**src/verilog/hsl_pkg.sv**
```systemverilog
/*
 Shared constants for the hub strap latch block: register map, field
 positions, reset values, configuration-select codes and timing counts.
 Assumes a 50 MHz system clock and a plain single-cycle register port.
*/
package hsl_pkg;
   // ==========================================================
   // Clock and timing
   // ==========================================================
   localparam int CLK_HZ = 50_000_000;
   localparam int RESET_MIN_NS = 1000;
   localparam int RESET_MIN_CYC = (RESET_MIN_NS * (CLK_HZ / 1_000_000)
      + 999) / 1000;
   localparam int POR_STABLE_CYC = 64;
   localparam int REF_CLOCK_HZ = 24_000_000;
   // ==========================================================
   // Register map
   // ==========================================================
   localparam logic [3:0] ADDR_STATUS = 4'h0;
   localparam logic [3:0] ADDR_CONTROL = 4'h4;
   localparam logic [3:0] ADDR_PORTMAP = 4'h8;
   localparam logic [3:0] ADDR_ID = 4'hc;
   // Status fields.
   localparam int ST_CFG_LSB = 0;
   localparam int ST_STRAP_EN = 3;
   localparam int ST_SMBUS = 4;
   localparam int ST_LED_LOW = 5;
   localparam int ST_SELF_PWR = 6;
   localparam int ST_TEST = 7;
   localparam int ST_LATCHED = 8;
   // Control fields.
   localparam int CT_CONFIGURED = 0;
   localparam int CT_SUSPENDED = 1;
   localparam logic [1:0] CONTROL_RESET = 2'h0;
   // Configuration-select codes.
   localparam logic [2:0] CFG_DEFAULT = 3'h0;
   localparam logic [2:0] CFG_SMBUS = 3'h1;
   localparam logic [2:0] CFG_BUSPWR = 3'h2;
   localparam logic [6:0] SMBUS_ADDR = 7'h2c;
   // Arbitrary identification value.
   localparam logic [15:0] ID_VALUE = 16'ha5c3;
   typedef enum logic [1:0]
   {
      HSL_RESET = 2'b00,
      HSL_WAIT = 2'b01,
      HSL_RUN = 2'b11
   } hsl_phase_e;
endpackage

```
**src/verilog/hsl_if.sv**
```systemverilog
/*
 Interface carrying latched strap values from the latch to the decoder.
 Assumes both ends share i_clk.
*/
`timescale 1ns/1ps
interface hsl_strap_if;
   logic [2:0] cfg_sel;
   logic [1:0] fixed_port_strap;
   logic latched;
   modport src (output cfg_sel, output fixed_port_strap, output latched);
   modport dst (input cfg_sel, input fixed_port_strap, input latched);
endinterface

```
**src/verilog/hsl_top.sv**
```systemverilog
/*
 Top of the hub strap latch and indicator block: latches straps after
 reset, decodes them, drives the suspend indicator, senses self power,
 notes test mode, and exposes state over a plain register port.
 Assumes a 50 MHz clock, synchronous pins, and an external reset held
 low at least one microsecond.
*/
// The implementer's own choices: the register offsets and the plain strobed port.
`timescale 1ns/1ps
// Behaviour
// - Latch select bit two at reset release
// - Missing select bit two reads as zero
// - Internal power-on hold before logic runs
// - Indicator asserted only when configured and active
// - Sense low means bus powered, high self
// - Sample fixed-port straps when enabled
// - Decode strap into fixed port map
// - Low strap bit sets LED polarity
// - Test input selects continuity test mode
// - Select 001 means SMBus slave, no straps
module hsl_top
#(
   parameter int STABLE_CYC = hsl_pkg::POR_STABLE_CYC,
   parameter bit HAS_SEL2 = 1'b1
)
(
   // Clock and reset
   input wire logic i_clk,
   input wire logic i_resetn,
   // Strap pins
   input wire logic [2:0] i_cfg_sel,
   input wire logic [1:0] i_fixed_port_strap,
   input wire logic i_self_power_sense,
   input wire logic i_test,
   // Hub state
   input wire logic i_configured,
   input wire logic i_suspended,
   // Register port
   input wire logic [3:0] i_addr,
   input wire logic [31:0] i_wdata,
   input wire logic i_wr,
   input wire logic i_rd,
   output logic [31:0] o_rdata,
   // Indicator and decoded outputs
   output logic o_suspend_indicator,
   output logic o_suspend_indicator_oe,
   output logic [3:1] o_fixed_ports,
   output logic o_self_powered,
   output logic o_test_mode,
   output logic o_smbus_mode,
   output logic [6:0] o_smbus_addr
);
   // ==========================================================
   // Strap capture and decode
   // ==========================================================
   hsl_strap_if strap ();
   logic [3:1] dec_ports;
   logic dec_led_low;
   logic dec_strap_en;
   logic dec_smbus;
   hsl_latch #(.STABLE_CYC(STABLE_CYC), .HAS_SEL2(HAS_SEL2)) u_latch
   (
      .i_clk(i_clk),
      .i_resetn(i_resetn),
      .i_cfg_sel(i_cfg_sel),
      .i_strap(i_fixed_port_strap),
      .o_strap(strap)
   );
   hsl_decode u_decode
   (
      .i_strap(strap),
      .o_fixed_ports(dec_ports),
      .o_led_active_low(dec_led_low),
      .o_strap_en(dec_strap_en),
      .o_smbus_mode(dec_smbus)
   );
   // ==========================================================
   // State
   // ==========================================================
   typedef struct packed
   {
      logic [1:0] control;
      logic [31:0] rdata;
      logic ind;
      logic ind_oe;
      logic [3:1] ports;
      logic self_pwr;
      logic test;
      logic smbus;
   } hsl_top_s;
   hsl_top_s st;
   hsl_top_s next_st;
   logic active;
   logic [31:0] status_word;
   assign active = st.control[hsl_pkg::CT_CONFIGURED] &
      ~st.control[hsl_pkg::CT_SUSPENDED];
   always_comb
   begin
      status_word = 32'h0;
      status_word[hsl_pkg::ST_CFG_LSB +: 3] = strap.cfg_sel;
      status_word[hsl_pkg::ST_STRAP_EN] = dec_strap_en;
      status_word[hsl_pkg::ST_SMBUS] = dec_smbus;
      status_word[hsl_pkg::ST_LED_LOW] = dec_led_low;
      status_word[hsl_pkg::ST_SELF_PWR] = st.self_pwr;
      status_word[hsl_pkg::ST_TEST] = st.test;
      status_word[hsl_pkg::ST_LATCHED] = strap.latched;
   end
   always_comb
   begin
      next_st = st;
      next_st.rdata = 32'h0;
      // Hub state pins reload the control register every cycle; a write ORs its
      // data with the pins, so a software report lasts for one cycle only.
      next_st.control[hsl_pkg::CT_CONFIGURED] = i_configured;
      next_st.control[hsl_pkg::CT_SUSPENDED] = i_suspended;
      if (i_wr && i_addr == hsl_pkg::ADDR_CONTROL)
      begin
         next_st.control = i_wdata[1:0] | {i_suspended, i_configured};
      end
      if (i_rd)
      begin
         case (i_addr)
            hsl_pkg::ADDR_STATUS: next_st.rdata = status_word;
            hsl_pkg::ADDR_CONTROL: next_st.rdata = {30'h0, st.control};
            hsl_pkg::ADDR_PORTMAP: next_st.rdata = {28'h0, st.ports, 1'b0};
            hsl_pkg::ADDR_ID: next_st.rdata = {16'h0, hsl_pkg::ID_VALUE};
            default: next_st.rdata = 32'h0;
         endcase
      end
      // The shared pin only drives once straps have been sampled.
      next_st.ind_oe = strap.latched;
      next_st.ind = strap.latched & (active ^ dec_led_low);
      next_st.ports = dec_ports;
      next_st.self_pwr = strap.latched ? st.self_pwr :
         i_self_power_sense;
      next_st.test = i_test;
      next_st.smbus = dec_smbus;
   end
   always_ff @(posedge i_clk or negedge i_resetn)
   begin
      if (!i_resetn)
         st <= '0;
      else
         st <= next_st;
   end
   assign o_rdata = st.rdata;
   assign o_suspend_indicator = st.ind;
   assign o_suspend_indicator_oe = st.ind_oe;
   assign o_fixed_ports = st.ports;
   assign o_self_powered = st.self_pwr;
   assign o_test_mode = st.test;
   assign o_smbus_mode = st.smbus;
   assign o_smbus_addr = hsl_pkg::SMBUS_ADDR;
endmodule // hsl_top

```
**src/verilog/hsl_latch.sv**
```systemverilog
/*
 Captures the configuration-select and fixed-port strap pins once, at
 the end of the power-on stable wait after reset release.
 Assumes pins are synchronous to i_clk.
*/
`timescale 1ns/1ps
module hsl_latch
#(
   parameter int STABLE_CYC = hsl_pkg::POR_STABLE_CYC,
   parameter bit HAS_SEL2 = 1'b1
)
(
   // Clock and reset
   input wire logic i_clk,
   input wire logic i_resetn,
   // Pins
   input wire logic [2:0] i_cfg_sel,
   input wire logic [1:0] i_strap,
   // Latched values
   hsl_strap_if.src o_strap
);
   // The wait counter is sixteen bits wide, so longer waits are refused.
   if (STABLE_CYC < 1 || STABLE_CYC > 65535)
   begin : g_bad_stable
      $error("STABLE_CYC out of range");
   end
   typedef struct packed
   {
      hsl_pkg::hsl_phase_e phase;
      logic [15:0] cnt;
      logic [2:0] cfg;
      logic [1:0] strap;
   } hsl_latch_s;
   hsl_latch_s st;
   hsl_latch_s next_st;
   always_comb
   begin
      next_st = st;
      case (st.phase)
         hsl_pkg::HSL_RESET:
         begin
            next_st.phase = hsl_pkg::HSL_WAIT;
            next_st.cnt = 16'h0;
         end
         hsl_pkg::HSL_WAIT:
         begin
            // Holding off until supplies settle stands in for the POR.
            if (st.cnt == 16'(STABLE_CYC - 1))
            begin
               next_st.phase = hsl_pkg::HSL_RUN;
               next_st.cfg = i_cfg_sel;
               if (!HAS_SEL2)
                  next_st.cfg[2] = 1'b0;
               next_st.strap = i_strap;
            end
            else
               next_st.cnt = st.cnt + 16'h1;
         end
         hsl_pkg::HSL_RUN:
            next_st = st;
         default:
            next_st.phase = hsl_pkg::HSL_RESET;
      endcase
   end
   always_ff @(posedge i_clk or negedge i_resetn)
   begin
      if (!i_resetn)
         st <= '0;
      else
         st <= next_st;
   end
   assign o_strap.cfg_sel = st.cfg;
   assign o_strap.fixed_port_strap = st.strap;
   assign o_strap.latched = (st.phase == hsl_pkg::HSL_RUN);
endmodule // hsl_latch

```
**src/verilog/hsl_decode.sv**
```systemverilog
/*
 Decodes latched straps into port map, LED polarity and mode flags.
 Assumes latched values are stable once latched is high.
*/
`timescale 1ns/1ps
module hsl_decode
(
   // Latched values
   hsl_strap_if.dst i_strap,
   // Decoded
   output logic [3:1] o_fixed_ports,
   output logic o_led_active_low,
   output logic o_strap_en,
   output logic o_smbus_mode
);
   function automatic logic [3:1] hsl_port_map(input logic [1:0] s);
      case (s)
         2'h1: hsl_port_map = 3'h1;
         2'h2: hsl_port_map = 3'h3;
         2'h3: hsl_port_map = 3'h7;
         default: hsl_port_map = 3'h0;
      endcase
   endfunction
   logic strap_en;
   // Register-driven modes ignore the strap pins.
   assign strap_en = (i_strap.cfg_sel == hsl_pkg::CFG_DEFAULT) ||
      (i_strap.cfg_sel == hsl_pkg::CFG_BUSPWR);
   assign o_strap_en = strap_en;
   assign o_smbus_mode = (i_strap.cfg_sel == hsl_pkg::CFG_SMBUS);
   assign o_fixed_ports = strap_en ?
      hsl_port_map(i_strap.fixed_port_strap) : 3'h0;
   assign o_led_active_low = strap_en & i_strap.fixed_port_strap[0];
endmodule // hsl_decode

```
**config.mk**
```make
export PLATFORM = sky130hd
export DESIGN_NAME = hsl_top
export DESIGN_NICKNAME = d
export VERILOG_FILES = /design/src/verilog/hsl_pkg.sv /design/src/verilog/hsl_if.sv /design/src/verilog/hsl_top.sv /design/src/verilog/hsl_latch.sv /design/src/verilog/hsl_decode.sv
export SDC_FILE = /design/constraint.sdc
export NUM_CORES = 1
export LEC_CHECK = 0
export BUFFER_PORTS_ARGS = -buffer_cell sky130_fd_sc_hd__buf_2
export CAP_MARGIN = 40
export CORE_AREA = 2 2 73 75
export CTS_CLUSTER_DIAMETER = 50
export DETAILED_ROUTE_END_ITERATION = 10
export DIE_AREA = 0 0 75 77
export PLACE_DENSITY = 0.78
export SLEW_MARGIN = 20
export SYNTH_ARGS = -nofsm -noshare
export SYNTH_HDL_FRONTEND = slang
export SYNTH_SLANG_ARGS = --single-unit
```
**constraint.sdc**
```tcl
create_clock -name i_clk -period 2.9 [get_ports i_clk]
set_input_delay 0.29 -clock i_clk [delete_from_list [all_inputs] [get_ports i_clk]]
set_output_delay 0.29 -clock i_clk [all_outputs]
set_load 0.1 [all_outputs]
```
==> metrics.txt <==
RSZ-0062 raised after global routing false; outcome finished, final reports clean; CTS Buffer Depth 2; DRC Markers 0; largest fanout on the critical path 8; ANT cells 0; vias in the first global route 1605; drt total wl 4110 um; Cell Area, Placed 2390 sq um; worst skew pair latency 0.30 ns; Reg clk slew, reported paths 0.08 ns; WL met3 339 um; I/O pins 96; Root Buffer clkbuf_8; DR top layer met4; Routed met2 length 1970 um; GPL Wtd Cong 0.791; Distinct cells, synth 46; drt pass-1 iters 4; Flop pwr share 50.3%; share of layout cells above drive strength 1 26.3%; Layout fillers 468; clock power share 30.6%; Slew @ Worst Pin 0.578 ns; max_slew headroom 61.5%; PwrDens 485 nW/um^2; area added between synthesis and finish 6.21%; maximum vdd ir drop 0.197 mV; via/cell ratio 5.08; # rows 26; synthesized area per cell 10.1 sq um; Iteration-0 DRC Markers 104; CTS tree built; CP Capture Type register; worst hold path class input pin to register; Seq/Total Area, Yosys 46.1%; flops & latches, synth 43; Fin Clk Skew 0.00503 ns; Overflow after GRT 0; Nets 304; DP HPWL 3020 um; area of the die 5780 sq um; kind of critical path register to register; Comb pwr share 19.0%; Setup Viol. Count Final 0; Critical Path RT 3.09 ns; GRT Total Usage 15.9%; switching share of power 34.1%; Max Fclk 452 MHz; Synth area leaders dfrtp_1 (46%), buf_4 (14%), mux2_4 (3.2%); crit path launch type register; Setup Fix Bufs, Post-CTS 0; DRT met1 WL 1710 um; Cells after Synth 231; chip width 75 um; CORE AREA 4980 sq um; leading area contributor after synthesis dfrtp_1; final instance area 2480 sq um; CTS H-tree lvls 2; mapped cell area 2340 sq um; top cell type's share of synthesized area 46.1%; LEAKAGE 0.00125 uW; Pint 793 uW; max cap viols 0; post-route setup TNS 0 ns; largest net degree at the start of global routing 25; final hold violations 0; Slew Limit Fails 0; initial antenna violation count 0; final worst-path cycle share 76.2%; Yosys Warn Count 0; sw power 411 uW; Crit path arrival time 2.40 ns; Via Count 1651; starting density of the core 46.9%; global-route wire length before repair 7160 um; DR WL/cell 12.6 um; Die Y 77 um; antenna viol nets, final 0; Num CTS Buffers 5; CTS Sinks 43; post-layout min period 2.21 ns; Port Buffers 38
[placed cells by master (no fill, tap or decap), drive strengths merged, types with 2 or more instances in the layout]
cell	instances
and2	2
nor2b	2
o211ai	3
and4	4
nand3	5
mux2i	2
nor4	4
o31ai	2
a211oi	2
o21ai	11
dfrtp	43
nand4	5
or3	2
mux2	8
inv	6
nand2	20
a21o	4
a22o	4
nand2b	3
or4	8
nor2	11
buf	41
conb	27
clkbuf	6
a21oi	12
nor3	4
[cell type report]
class / instances / area (sq um) / area share, %
flip-flops and latches: 43 / 1080 / 43.4
multi-input cells: 156 / 967 / 39.0
repair buffers: 42 / 243 / 9.78
well taps: 70 / 87.6 / 3.53
clock buffers: 6 / 72.6 / 2.92
inverters: 6 / 22.5 / 0.908
clock inverters: 2 / 12.5 / 0.504
[worst max-delay path, stage by stage (launching register included)]
cell	delay [ns]
dfrtp_1	0.47
or4_4	0.60
o41ai_2	0.59
buf_4	0.25
a21oi_1	0.05
a21o_1	0.16
[final timing paths]
path / start / endpoint / slack [ns] / depth (start not counted)
max reg2reg: u_latch.st[13] / u_latch.st[15] / 0.69 / 5
min reg2reg: u_latch.o_strap.cfg_sel[1] / o_smbus_mode / 0.49 / 1
min in group asynchronous: i_resetn / u_latch.st[15] / 0.52 / 2
min: i_test / o_test_mode / 0.11 / 1
max in group asynchronous: i_resetn / o_rdata[5] / 1.88 / 3
max: u_latch.st[13] / u_latch.st[15] / 0.69 / 5
[sequential cells by signal (all words and copies together), names as in the netlist]
name,flops
o_self_powered,1
o_test_mode,1
u_latch.o_strap.fixed_port_strap,2
o_fixed_ports,3
u_latch.st,18
u_latch.o_strap.cfg_sel,3
o_suspend_indicator,1
st,2
o_smbus_mode,1
o_suspend_indicator_oe,1
o_rdata,10
[Yosys cell counts, drive strengths merged]
cell / count
nor3: 4
and3: 1
o211ai: 3
nor2b: 2
nand4: 5
or4bb: 1
a21o: 4
clkbuf: 7
ha: 1
o31a: 1
a21oi: 12
o22ai: 1
o31ai: 2
nor2: 11
conb: 2
and4: 4
buf: 44
o21ai: 11
mux2i: 2
a22o: 4
nand3: 5
nor4: 4
nand2: 20
and2: 2
or2: 1
a211oi: 2
mux2: 8
nand2b: 3
o41ai: 1
xnor2: 1
or3: 2
dfrtp: 43
nor3b: 1
or4: 8
a41oi: 1
inv: 6
and2b: 1
[per-stage QoR]
stage	power [uW]	utilization [%]	hold WS, ns	setup WS (ns)	instances
after global placement	841	47.4	0.400	0.729	315
after CTS	1210	49.8	0.0979	0.685	325
after detailed placement	847	47.9	0.324	0.700	316
after floorplan	844	-	-0.00559	0.853	256
after global routing	1240	49.8	0.0934	0.513	325
final	1200	49.8	0.106	0.689	325
[power groups by stage]
stage	combinational, uW	sequential (uW)	clock, uW
5_1_grt	239	607	398
2_1_floorplan	215	628	0
3_3_place_gp	223	618	0
3_5_place_dp	229	618	0
6_report	229	606	369
4_1_cts	230	606	378
[cell families after synthesis]
family / Yosys count / share of synthesized area (%)
and+or+nand+nor: 75 / 18.9
buffers and inverters: 57 / 16.6
xor gates and xnor gates: 1 / 0.375
muxes: 10 / 5.52
DFF: 43 / 46.1
other: 2 / 0.321
AOI/OAI and AO/OA: 42 / 11.7
adders and majority gates: 1 / 0.536
[routing by layer]
metal	track usage [%]	up-vias
met2	24.1	67
li1	-	787
met3	4.86	9
met1	20.7	788
met4	6.61	0
met5	0	-
[timing repair]
action / CTS / global route
hold buffers: 1 / 0
gates resized for setup: 0 / 0
hold endpoints to repair: 7 / 0
Power figures use the tool's default switching activity.
